**config.mk**
```make
export PLATFORM = sky130hd
export DESIGN_NAME = pcc_top
export DESIGN_NICKNAME = d
export VERILOG_FILES = /design/src/verilog/pcc_pkg.sv /design/src/verilog/pcc_flag_cell.sv /design/src/verilog/pcc_div_stepper.sv /design/src/verilog/pcc_top.sv
export SDC_FILE = /design/constraint.sdc
export NUM_CORES = 1
export LEC_CHECK = 0
export ABC_AREA = 1
export BUFFER_PORTS_ARGS = -buffer_cell sky130_fd_sc_hd__buf_2
export CAP_MARGIN = 0
export CORE_ASPECT_RATIO = 1.4
export CORE_UTILIZATION = 48
export CTS_BUF_LIST = sky130_fd_sc_hd__clkbuf_2 sky130_fd_sc_hd__clkbuf_4 sky130_fd_sc_hd__clkbuf_8
export CTS_CLUSTER_SIZE = 10
export DETAILED_ROUTE_END_ITERATION = 10
export GPL_TIMING_DRIVEN = 0
export HOLD_SLACK_MARGIN = 0.05
export PLACE_DENSITY_LB_ADDON = 0.05
export SYNTH_ARGS = -nofsm -noshare
export SYNTH_HDL_FRONTEND = slang
export SYNTH_SLANG_ARGS = --single-unit
```
**constraint.sdc**
```tcl
create_clock -name aclk -period 2.1 [get_ports aclk]
set_input_delay 0.315 -clock aclk [delete_from_list [all_inputs] [get_ports aclk]]
set_output_delay 0.315 -clock aclk [all_outputs]
set_load 0.1 [all_outputs]
```
**src/verilog/pcc_pkg.sv**
```systemverilog
// Package for the synthesizer configuration and clock flag block.
// Assumes an AXI4-Lite master with 32-bit data and one outstanding
// access per direction.
package pcc_pkg;

   // Bus geometry
   localparam int ADDR_W = 8;
   localparam int DATA_W = 32;

   // Register indices; the byte address is four times the index
   localparam logic [3:0] IDX_MULT = 4'h4;
   localparam logic [3:0] IDX_REF_DIV = 4'h5;
   localparam logic [3:0] IDX_POST_DIV = 4'h6;
   localparam logic [3:0] IDX_FLAGS = 4'h7;
   localparam logic [3:0] IDX_ENABLE = 4'h8;
   localparam logic [3:0] IDX_CTRL = 4'hA;

   // Multiplier register fields
   localparam int MULT_LSB = 0;
   localparam int VCO_RANGE_LSB = 6;
   // Reference divider register fields
   localparam int REF_DIV_LSB = 0;
   localparam int REF_RANGE_LSB = 6;
   // Control register fields
   localparam int CTRL_GUARD_BIT = 0;
   localparam int CTRL_XTAL_BIT = 6;
   localparam int CTRL_SEL_BIT = 7;
   // Flag and enable register bit positions
   localparam int OSC_QUAL_BIT = 0;
   localparam int OSC_FLAG_BIT = 1;
   localparam int SETTLE_BIT = 3;
   localparam int SETTLE_FLAG_BIT = 4;
   localparam int TICK_FLAG_BIT = 7;
   localparam int NUM_FLAGS = 3;

   // Reset values
   localparam logic [7:0] MULT_RST = 8'h00;
   localparam logic [7:0] REF_DIV_RST = 8'h00;
   localparam logic [4:0] POST_DIV_RST = 5'h00;
   localparam logic [2:0] ENABLE_RST = 3'h0;
   localparam logic SEL_RST = 1'b1;
   localparam logic XTAL_RST = 1'b0;
   localparam logic GUARD_RST = 1'b0;

   // Fixed filter range for the internal RC reference
   localparam logic [1:0] RC_FILTER_RANGE = 2'h0;
   // Output divider field that gives one quarter of the VCO
   localparam logic [4:0] DIV_QUARTER = 5'h03;

   // AXI responses
   localparam logic [1:0] RESP_OKAY = 2'h0;
   localparam logic [1:0] RESP_SLVERR = 2'h2;

   // Status from the analog synthesizer and oscillator
   typedef struct packed {
      logic settled;
      logic osc_good;
      logic tick;
      logic full_stop;
   } pcc_status_t;

   // Configuration to the analog synthesizer
   typedef struct packed {
      logic [5:0] multiplier_field;
      logic [1:0] vco_range_field;
      logic [7:0] vco_ratio;
      logic [3:0] ref_divider_field;
      logic [1:0] filter_range;
      logic crystal_ref;
      logic [4:0] out_divider;
      logic synth_clock_select;
      logic relock;
   } pcc_synth_cfg_t;

endpackage

```
**src/verilog/pcc_flag_cell.sv**
```systemverilog
// Sticky event flag, cleared by software writing a one.
// Assumes set and clear are single-cycle qualified strobes.
`timescale 1ns/1ps
`default_nettype none
module pcc_flag_cell
(
   // Clock and reset
   input wire logic aclk,
   input wire logic aresetn,
   // Event and clear
   input wire logic set,
   input wire logic clr,
   output logic flag_q
);
   import pcc_pkg::*;

   always_ff @(posedge aclk)
   begin
      if (!aresetn)
         flag_q <= 1'b0;
      else if (set)
         flag_q <= 1'b1;
      else if (clr)
         flag_q <= 1'b0;
   end
endmodule
`default_nettype wire

```
**src/verilog/pcc_div_stepper.sv**
```systemverilog
// Output divider that walks one step per bus clock toward its target.
// Assumes the bus clock is the clock of this module.
`timescale 1ns/1ps
`default_nettype none
module pcc_div_stepper
(
   // Clock and reset
   input wire logic aclk,
   input wire logic aresetn,
   // Target and state
   input wire logic [4:0] target,
   input wire logic settled,
   output logic [4:0] div_q
);
   import pcc_pkg::*;

   always_ff @(posedge aclk)
   begin
      if (!aresetn)
         div_q <= DIV_QUARTER;
      else if (!settled)
         div_q <= DIV_QUARTER;
      else if (div_q < target)
         div_q <= div_q + 5'h01;
      else if (div_q > target)
         div_q <= div_q - 5'h01;
   end
endmodule
`default_nettype wire

```
**src/verilog/pcc_top.sv**
```systemverilog
// Synthesizer configuration, status and clock event flags behind AXI4-Lite.
// Assumes analog status inputs already synchronous to aclk, the bus clock.
//
// Operation
// - Multiplier and divider writes need guard clear and synth clock.
// - Accepted multiplier or divider write clears settle and oscillator.
// - Settled VCO runs at twice reference times multiplier plus one.
// - Crystal enabled: reference is crystal over divider plus one.
// - RC reference forces the lowest filter range; field stays writable.
// - Post divider writes need the synthesizer clock selected.
// - Output is VCO over divider plus one, quarter while unsettled.
// - Bus clock is half the synthesizer output when selected.
// - Output divider steps gradually, at most 32 bus clocks.
// - Tick flag at bit 7 sets at each tick period end.
// - Settle change flag at bit 4 sets on any settle change.
// - Bit 3 reads the settle condition; writes ignored.
// - Oscillator change flag at bit 1 sets on qualified change.
// - Bit 0 reads oscillator qualified; cleared entering full stop.
// - Flags clear only by writing one; zero leaves them.
// - Enable register at bits 7, 4, 1 gates interrupt requests.
// - Select bit picks synthesizer or crystal for core and bus.
//
// The AXI4-Lite slave port was decided locally.
`timescale 1ns/1ps
`default_nettype none
module pcc_top
(
   // Clock and reset
   input wire logic aclk,
   input wire logic aresetn,
   // AXI4-Lite write address and data
   input wire logic [pcc_pkg::ADDR_W-1:0] awaddr,
   input wire logic awvalid,
   output logic awready,
   input wire logic [pcc_pkg::DATA_W-1:0] wdata,
   input wire logic [3:0] wstrb,
   input wire logic wvalid,
   output logic wready,
   // AXI4-Lite write response
   output logic [1:0] bresp,
   output logic bvalid,
   input wire logic bready,
   // AXI4-Lite read
   input wire logic [pcc_pkg::ADDR_W-1:0] araddr,
   input wire logic arvalid,
   output logic arready,
   output logic [pcc_pkg::DATA_W-1:0] rdata,
   output logic [1:0] rresp,
   output logic rvalid,
   input wire logic rready,
   // Analog side
   input wire pcc_pkg::pcc_status_t status,
   output pcc_pkg::pcc_synth_cfg_t cfg_q,
   // Interrupt requests: osc change, settle change, tick
   output logic [pcc_pkg::NUM_FLAGS-1:0] irq_q
);
   import pcc_pkg::*;

   // Index of a mapped word, or all ones when unmapped
   function automatic logic [3:0] reg_index(input logic [ADDR_W-1:0] a);
      logic [3:0] idx;
      idx = a[5:2];
      if (a[ADDR_W-1:6] != '0)
         reg_index = 4'hF;
      else if (idx == IDX_MULT || idx == IDX_REF_DIV || idx == IDX_POST_DIV
               || idx == IDX_FLAGS || idx == IDX_ENABLE || idx == IDX_CTRL)
         reg_index = idx;
      else
         reg_index = 4'hF;
   endfunction

   logic aw_held_q;
   logic w_held_q;
   logic [ADDR_W-1:0] awaddr_q;
   logic [DATA_W-1:0] wdata_q;
   logic lane0_q;
   logic wr_fire;
   logic [3:0] wr_idx;
   logic [3:0] rd_idx;
   logic [7:0] mult_q;
   logic [7:0] ref_div_q;
   logic [4:0] post_div_q;
   logic [2:0] enable_q;
   logic guard_q;
   logic xtal_q;
   logic sel_q;
   logic settle_q;
   logic osc_q;
   logic settle_d;
   logic osc_d;
   logic cfg_ok;
   logic cfg_wr;
   logic post_wr;
   logic flag_wr;
   logic [NUM_FLAGS-1:0] flag_set;
   logic [NUM_FLAGS-1:0] flag_clr;
   logic [NUM_FLAGS-1:0] flags_q;
   logic [4:0] div_now;
   logic [7:0] rd_byte;

   assign wr_fire = aw_held_q && w_held_q && !bvalid;
   assign wr_idx = reg_index(awaddr_q);
   assign rd_idx = reg_index(araddr);
   assign cfg_ok = !guard_q && sel_q;
   assign cfg_wr = wr_fire && lane0_q && cfg_ok
                   && (wr_idx == IDX_MULT || wr_idx == IDX_REF_DIV);
   assign post_wr = wr_fire && lane0_q && sel_q && wr_idx == IDX_POST_DIV;
   assign flag_wr = wr_fire && lane0_q && wr_idx == IDX_FLAGS;

   // Write address and data channels, taken in either order
   always_ff @(posedge aclk)
   begin
      if (!aresetn)
      begin
         aw_held_q <= 1'b0;
         awready <= 1'b1;
         awaddr_q <= '0;
      end
      else if (awvalid && awready)
      begin
         aw_held_q <= 1'b1;
         awready <= 1'b0;
         awaddr_q <= awaddr;
      end
      else if (wr_fire)
         aw_held_q <= 1'b0;
      else if (bvalid && bready)
         awready <= 1'b1;
   end

   always_ff @(posedge aclk)
   begin
      if (!aresetn)
      begin
         w_held_q <= 1'b0;
         wready <= 1'b1;
         wdata_q <= '0;
         lane0_q <= 1'b0;
      end
      else if (wvalid && wready)
      begin
         w_held_q <= 1'b1;
         wready <= 1'b0;
         wdata_q <= wdata;
         lane0_q <= wstrb[0];
      end
      else if (wr_fire)
         w_held_q <= 1'b0;
      else if (bvalid && bready)
         wready <= 1'b1;
   end

   // Write response; refused writes still answer OKAY
   always_ff @(posedge aclk)
   begin
      if (!aresetn)
      begin
         bvalid <= 1'b0;
         bresp <= RESP_OKAY;
      end
      else if (wr_fire)
      begin
         bvalid <= 1'b1;
         bresp <= (wr_idx == 4'hF) ? RESP_SLVERR : RESP_OKAY;
      end
      else if (bvalid && bready)
         bvalid <= 1'b0;
   end

   // Configuration registers
   always_ff @(posedge aclk)
   begin
      if (!aresetn)
      begin
         mult_q <= MULT_RST;
         ref_div_q <= REF_DIV_RST;
      end
      else if (cfg_wr && wr_idx == IDX_MULT)
         mult_q <= wdata_q[7:0];
      else if (cfg_wr)
         ref_div_q <= wdata_q[7:0];
   end

   always_ff @(posedge aclk)
   begin
      if (!aresetn)
         post_div_q <= POST_DIV_RST;
      else if (post_wr)
         post_div_q <= wdata_q[4:0];
   end

   always_ff @(posedge aclk)
   begin
      if (!aresetn)
         enable_q <= ENABLE_RST;
      else if (wr_fire && lane0_q && wr_idx == IDX_ENABLE)
         enable_q <= {wdata_q[TICK_FLAG_BIT], wdata_q[SETTLE_FLAG_BIT],
                      wdata_q[OSC_FLAG_BIT]};
   end

   // clock source select
   // Crystal may only be chosen once it is qualified
   always_ff @(posedge aclk)
   begin
      if (!aresetn)
      begin
         sel_q <= SEL_RST;
         xtal_q <= XTAL_RST;
         guard_q <= GUARD_RST;
      end
      else
      begin
         if (wr_fire && lane0_q && wr_idx == IDX_CTRL)
         begin
            guard_q <= wdata_q[CTRL_GUARD_BIT];
            xtal_q <= wdata_q[CTRL_XTAL_BIT];
            if (!guard_q)
               sel_q <= wdata_q[CTRL_SEL_BIT] || !osc_q;
         end
         if (!osc_q || status.full_stop)
            sel_q <= 1'b1;
      end
   end

   assign settle_d = status.settled && !cfg_wr;
   assign osc_d = status.osc_good && !cfg_wr && !status.full_stop;

   always_ff @(posedge aclk)
   begin
      if (!aresetn)
      begin
         settle_q <= 1'b0;
         osc_q <= 1'b0;
      end
      else
      begin
         settle_q <= settle_d;
         osc_q <= osc_d;
      end
   end

   assign flag_set = {status.tick, settle_d != settle_q, osc_d != osc_q};
   assign flag_clr = {NUM_FLAGS{flag_wr}} &
                     {wdata_q[TICK_FLAG_BIT], wdata_q[SETTLE_FLAG_BIT],
                      wdata_q[OSC_FLAG_BIT]};

   genvar gi;
   generate
      for (gi = 0; gi < NUM_FLAGS; gi = gi + 1)
      begin : g_flag
         pcc_flag_cell u_flag
         (
            .aclk(aclk),
            .aresetn(aresetn),
            .set(flag_set[gi]),
            .clr(flag_clr[gi]),
            .flag_q(flags_q[gi])
         );
      end
   endgenerate

   always_ff @(posedge aclk)
   begin
      if (!aresetn)
         irq_q <= '0;
      else
         irq_q <= flags_q & enable_q;
   end

   pcc_div_stepper u_step
   (
      .aclk(aclk),
      .aresetn(aresetn),
      .target(post_div_q),
      .settled(settle_q),
      .div_q(div_now)
   );

   // VCO ratio two times field plus one
   // bus clock is half, divided downstream
   always_ff @(posedge aclk)
   begin
      if (!aresetn)
         cfg_q <= '0;
      else
      begin
         cfg_q.multiplier_field <= mult_q[MULT_LSB +: 6];
         cfg_q.vco_range_field <= mult_q[VCO_RANGE_LSB +: 2];
         cfg_q.vco_ratio <= {1'b0, mult_q[MULT_LSB +: 6], 1'b0} + 8'h02;
         cfg_q.ref_divider_field <= ref_div_q[REF_DIV_LSB +: 4];
         cfg_q.filter_range <= xtal_q ? ref_div_q[REF_RANGE_LSB +: 2]
                                      : RC_FILTER_RANGE;
         cfg_q.crystal_ref <= xtal_q;
         cfg_q.out_divider <= div_now;
         cfg_q.synth_clock_select <= sel_q;
         cfg_q.relock <= cfg_wr;
      end
   end

   // Read data byte for a mapped index
   always_comb
   begin
      rd_byte = 8'h00;
      case (rd_idx)
         IDX_MULT: rd_byte = mult_q;
         IDX_REF_DIV: rd_byte = ref_div_q;
         IDX_POST_DIV: rd_byte = {3'h0, post_div_q};
         IDX_FLAGS:
         begin
            rd_byte[TICK_FLAG_BIT] = flags_q[2];
            rd_byte[SETTLE_FLAG_BIT] = flags_q[1];
            rd_byte[SETTLE_BIT] = settle_q;
            rd_byte[OSC_FLAG_BIT] = flags_q[0];
            rd_byte[OSC_QUAL_BIT] = osc_q;
         end
         IDX_ENABLE:
         begin
            rd_byte[TICK_FLAG_BIT] = enable_q[2];
            rd_byte[SETTLE_FLAG_BIT] = enable_q[1];
            rd_byte[OSC_FLAG_BIT] = enable_q[0];
         end
         IDX_CTRL:
         begin
            rd_byte[CTRL_SEL_BIT] = sel_q;
            rd_byte[CTRL_XTAL_BIT] = xtal_q;
            rd_byte[CTRL_GUARD_BIT] = guard_q;
         end
         default: rd_byte = 8'h00;
      endcase
   end

   // Read channel, answered one cycle after the address is taken
   always_ff @(posedge aclk)
   begin
      if (!aresetn)
      begin
         arready <= 1'b1;
         rvalid <= 1'b0;
         rdata <= '0;
         rresp <= RESP_OKAY;
      end
      else if (arvalid && arready)
      begin
         arready <= 1'b0;
         rvalid <= 1'b1;
         rdata <= {24'h00_0000, rd_byte};
         rresp <= (rd_idx == 4'hF) ? RESP_SLVERR : RESP_OKAY;
      end
      else if (rvalid && rready)
      begin
         rvalid <= 1'b0;
         arready <= 1'b1;
      end
   end
endmodule
`default_nettype wire

```
-- Word-level counts from Yosys, hierarchy flattened
Index checks and enable logic that the tools add are counted.
- flip-flop bits (word level): 106
- bits in latches: 0
- RAM bits: 0
- ROM bits: 0
- input port bits: 63
- output and inout bits: 74
- logic and storage cells: 168
- memories kept: 0
- add/subtract/negate cells: 3
- multiply operators: 0
- divide/modulo/power cells: 0
- magnitude comparators: 2
- eq/ne operators: 30
- shift operators: 0
- mux-type cells: 35
- bitwise logic cells: 5
- reduce and logical (&&, ||, !) cells: 57
- operator list (operator ; count):
    $eq 4x3->1 const B ; 16
    $eq 4x4->1 const B ; 10
    $reduce_bool 2->1 ; 12
    $logic_and 1x1->1 ; 20
    $pmux 1 s5 ; 4
    $mux 1 ; 19
    $mux 4 ; 4
    $logic_or 1x1->1 ; 13
    $reduce_and 2->1 ; 6
    $mux 5 ; 2
    $add 7x2->8 const B ; 1
    $and 3x3->3 ; 2
    $pmux 1 s3 ; 2
    $add 5x1->5 const B ; 1
    $gt 5x5->1 ; 1
    $logic_not 1->1 ; 5
    $lt 5x5->1 ; 1
    $sub 5x1->5 const B ; 1
    $mux 2 ; 2
    $ne 2x1->1 const B ; 2
    $pmux 1 s4 ; 1
    $not 1->1 ; 3
    $ne 1x1->1 ; 2
    $pmux 1 s2 ; 1
    $reduce_or 2->1 ; 1

-- Longest topological paths before layout
- word-level depth: 16
- depth in mapped cells: 15
- gate-level depth less buffers: 15

-- Hierarchy
From an unflattened synthesis, not the netlist that was laid out.
- cells, all modules: 583
- area total of the unflattened synthesis: 4379.2 um^2
- by module, submodules not included (module ; instances ; cells each ; area each (um^2) ; seq. area each (um^2)):
    pcc_top ; 1 ; 491 ; 3724.8 ; 1861.8
    pcc_div_stepper ; 1 ; 74 ; 523.0 ; 100.1
    pcc_flag_cell ; 3 ; 6 ; 43.8 ; 20.0

-- Worst setup path before layout
OpenSTA, ideal clock, no wires.
- path kind: reg2reg
- from: register post_div_q[4]
- to: register u_step.div_q[4]
- library setup time: 0.113 ns
- data arrival time: 1.972 ns
- setup slack: 0.015 ns
- stages on the path, launching flop included: 15
- period minus slack after synthesis: 2.085 ns
- cells stage by stage: dfxtp_1 inv_1 ha_1 nand2_1 nor2_1 inv_1 or2_1 nand2_1 ha_1 a21oi_1 nand2_1 nand2_1 nand3_1 nor2_1 nor2_1
- longest elaborated chain between the ends: 2
- elaborated cells on any way between the ends: 4
- those cells by class: order compare (2); mux (1); reduce/logical (1)
- RTL lines (item ; RTL line ; RTL):
    start: declaration ; pcc_top.sv:82 ; logic [4:0] post_div_q;
    start signal: assignment ; pcc_top.sv:189 ; post_div_q <= wdata_q[4:0];
    $lt 5x5->1 / $gt 5x5->1 (equally long branches) ; pcc_div_stepper.sv:23, pcc_div_stepper.sv:25 ;
    $mux 5 / $reduce_bool 2->1 (equally long branches) ; - ;
    end signal: assignment ; pcc_div_stepper.sv:24 ; div_q <= div_q + 5'h01;
    end signal: assignment ; pcc_div_stepper.sv:26 ; div_q <= div_q - 5'h01;
    end: declaration ; pcc_div_stepper.sv:13 ; output logic [4:0] div_q
Several ways; a longest one is shown, not always the timed one.
A chain may end at the register's enable or synchronous reset.

-- Worst setup path in the final report
- from: register post_div_q[2]
- to: register u_step.div_q[4]
The elaborated chain is that of the path after synthesis.

==> impl_results.md <==
* Io pins at ~140
* Int Power at 3.37 mW
* Synth top area cells: dfxtp_1, nand2_1, inv_1
* Period minus WS final at 2.10 ns
* Worst setup path class: flip-flop to flip-flop
* Net Sw Frac at 36.3%
* Cell mode on critical path: nand2_1
* Clock Skew at 0.0156 ns
* Max-Cap Viols at 0
* Vias per Instance at a little under 5
* DRC at 0
* Die X at 82.9 um
* Maximum clock rate at 477 MHz
* Placed Cells at 775
* Outcome: completed
* Antenna cells at 0
* Initial DRC count at 184
* Synthesized cell area at around 0.0044 mm2
* Commonest non-fill, non-tap cells in the layout: dfxtp_1, nand2_1, inv_1
* Ys async rst share at 0%
* Largest net degree at the start of global routing at 18
* Sum Neg Setup Slack at 0 ns
* Sequential power share at just under 40%
* Worst Tran Pin Value at 0.789 ns
* Number of port buffers at slightly below 80
* Post-synth EDFFs at 0
* Top layer in use: met4
* CP max stage delay at between 0.3 and 0.4 ns
* WP buf/inv at 2
* Final hold violations at 0
* Fin crit share at roughly 100%
* Number of global-route vias before repair at 3612
* Final setup vio count at 0
* Longest Clk Path Bufs at 2
* Clock share of power at between 20 and 30%
* Layout cell share with drive strength beyond 1 at 26.5%
* CP Data Arrival Time at 2.42 ns
* Yosys warnings at 0
* Vias at 3945
* Num CTS Buffers at 9
* Synth area leader: dfxtp_1
* Die ar. at approximately 0.0096 mm2
* Slew HR at 47.4%
* GPL Wtd Cong at between 0.9 and 1
* Leakage at 2.64 nW
* DR WL met3 at 497 um
* Maximum vdd drop at 1170 uV
* DRT Pass-1 Iters at 4
* Final hold slack at ~0.16 ns
* Crit path cell chain: inv_4 > ha_4 > nand2_4 > nor2_4 > inv_2 > or2_4 > nand2_8 > ha_4 > a21oi_4 > nand2_1 > nand2_1 > nand3_2 > nand2_1 > nand2_1 > nor2_2
* Global-route wire length before repair at 17.2 mm
* Cell count after synthesis at 564
* WL/cell at 13.7 um
* Post-synthesis sequential area ratio at 46.0%
* Combinational power share at 33.5%
* Ys flop type: dfxtp_1
* Post-DP HPWL at 8.07 mm
* Share of the synthesized area in the top cell type at 46.0%
* Startpoint type of the worst setup path: flip-flop
* Initial Utilization at 49.0%
* Worst R2R Path Depth at 15
* Die height at 115 um
* Post-Layout Cell Count at between 700 and 800
* FF+latch count, synth at a little over 100
* Max-slew violation count at 0
* CTS tree: yes
* Fillcell total at 848
* Clock sink total at 101
* CP delay by family, top: simple AND/OR/NAND/NOR gates
* Crit. End Element: flip-flop
* Met1 wire length at 4.44 mm
* Worst-Skew Late Latency at around 0.39 ns
* Core Rows at between 40 and 50
* Seq. cell area at roughly 0.0020 mm2
* Syn Area/Cell at ~7.8 um2
* Core Footprint at 0.00898 mm2
* GRT Overall Usage at 23.3%
* Area of the multi-input gates at 0.00201 mm2
* Final ANT Viol Nets at 0
* Clock transition at path regs at ~0.10 ns
* Hold Crit Class: input pin to flip-flop
* Most common cell after layout, fill and taps aside: dfxtp_1
* Clock root cell: clkbuf_8
* Overflow after GRT at 0
* Post-synth cell types at 36
* Drt total wl at 10.9 mm
* Min-Delay Path Depth at 3
* Crit path required time at ~2.4 ns
* Initial antenna violation count at 0
* Layout net count at 759
* # hold bufs at CTS at 0
* Crit-path slowest cell: dfxtp_2
* RSZ-0062 raised after global routing: yes
* Crit path max fanout at 5
* Core Util, Final at 60.9%
* Switching power at 1.92 mW
* Routed wl met2 at roughly 5.5 mm
* H-tree depth at 3
* PD cells at ~970 mW/mm2
* Crit path depth at 15
* Layout area overhead at 24.3%
-- state kept, by name, summed over array words and instances (netlist names), 5 cells and up --
name,flops
rdata,8
u_step.div_q,5
post_div_q,5
mult_q,8
awaddr_q,6
ref_div_q,8
cfg_q,29
wdata_q,8
-- kinds of logic (layout without fill, tap and decap cells) --
group / after synthesis / count (layout) / share of synthesized area, %
adder cells (fa/ha/maj): 10 / 10 / 3.01
AO/OA/AOI/OAI: 101 / 101 / 14.3
buffers and inverters: 129 / 230 / 14.0
flip-flops: 101 / 101 / 46.0
AND/OR/NAND/NOR: 219 / 219 / 22.1
XOR/XNOR: 3 / 3 / 0.597
other: 1 / 27 / 0.0852
-- worst register-to-register path: stages (launching register included) --
cell     delay [ns]
dfxtp_2        0.36
inv_4          0.04
ha_4           0.27
nand2_4        0.05
nor2_4         0.10
inv_2          0.04
or2_4          0.27
nand2_8        0.10
ha_4           0.23
a21oi_4        0.13
nand2_1        0.06
nand2_1        0.07
nand3_2        0.07
nand2_1        0.08
nand2_1        0.05
nor2_2         0.10
-- power groups by stage --
stage	Combinational, mW	Clock [mW]	Sequential [mW]
2_1_floorplan	0.901	0	2.34
3_3_place_gp	1.31	0	2.13
3_5_place_dp	1.34	0	2.13
4_1_cts	1.57	1.44	2.10
5_1_grt	1.90	1.52	2.11
6_report	1.77	1.41	2.10
-- routing by layer --
layer | up-vias | global-route usage, %
met3 | 31 | 3.66
met1 | 1769 | 26.1
li1 | 2005 | -
met5 | - | 0
met2 | 140 | 41.3
met4 | 0 | 15.3
-- what timing repair did --
action	CTS	global route
resized for setup	14	23
buffers inserted	2	5
pin swaps	2	15
hold endpoints to repair	0	0
setup endpoints to repair	2	5
cloned	0	0
-- through the flow --
| step | cell area (um2) | total power [mW] | setup WS, ns |
|---|---|---|---|
| after detailed placement | 5020 | 3.47 | -0.193 |
| after floorplan | 4500 | 3.24 | 0.0151 |
| final | 5470 | 5.28 | 0.00203 |
| after global routing | 5470 | 5.53 | -0.0878 |
| after CTS | 5330 | 5.10 | 0.00918 |
| after global placement | 5020 | 3.43 | -0.151 |
-- final cells by class --
| class | count | area share, % |
|---|---|---|
| plain buffers | 43 | 5.33 |
| clock buffers | 10 | 2.52 |
| clock inverters | 6 | 1.72 |
| inverters | 86 | 5.99 |
| multi-input cells | 360 | 36.8 |
| flip-flops and latches | 101 | 37.1 |
| well taps | 107 | 2.45 |
| repair buffers | 85 | 8.10 |
-- synthesized netlist by cell type (3+ instances only) --
library cell and n:
dfxtp_1 101, nand2_1 94, inv_1 84, nor2_1 71
a21oi_1 38, o21ai_0 31, buf_4 28, nand3_1 16
nand4_1 15, a211oi_1 12, a211oi_2 10, clkbuf_1 10
ha_1 9, nor3_1 9, a31oi_1 4, nor2_2 3
o21a_1 3
-- final timing paths --
path	start	endpoint	slack [ns]
setup / recovery	post_div_q[2]	u_step.div_q[4]	0.002
hold / removal	status[1]	g_flag[2].u_flag.flag_q	0.16
setup reg to reg	post_div_q[2]	u_step.div_q[4]	0.002
hold reg to reg	ref_div_q[1]	cfg_q[11]	0.43
No activity file was read; power rests on OpenSTA's default activity.
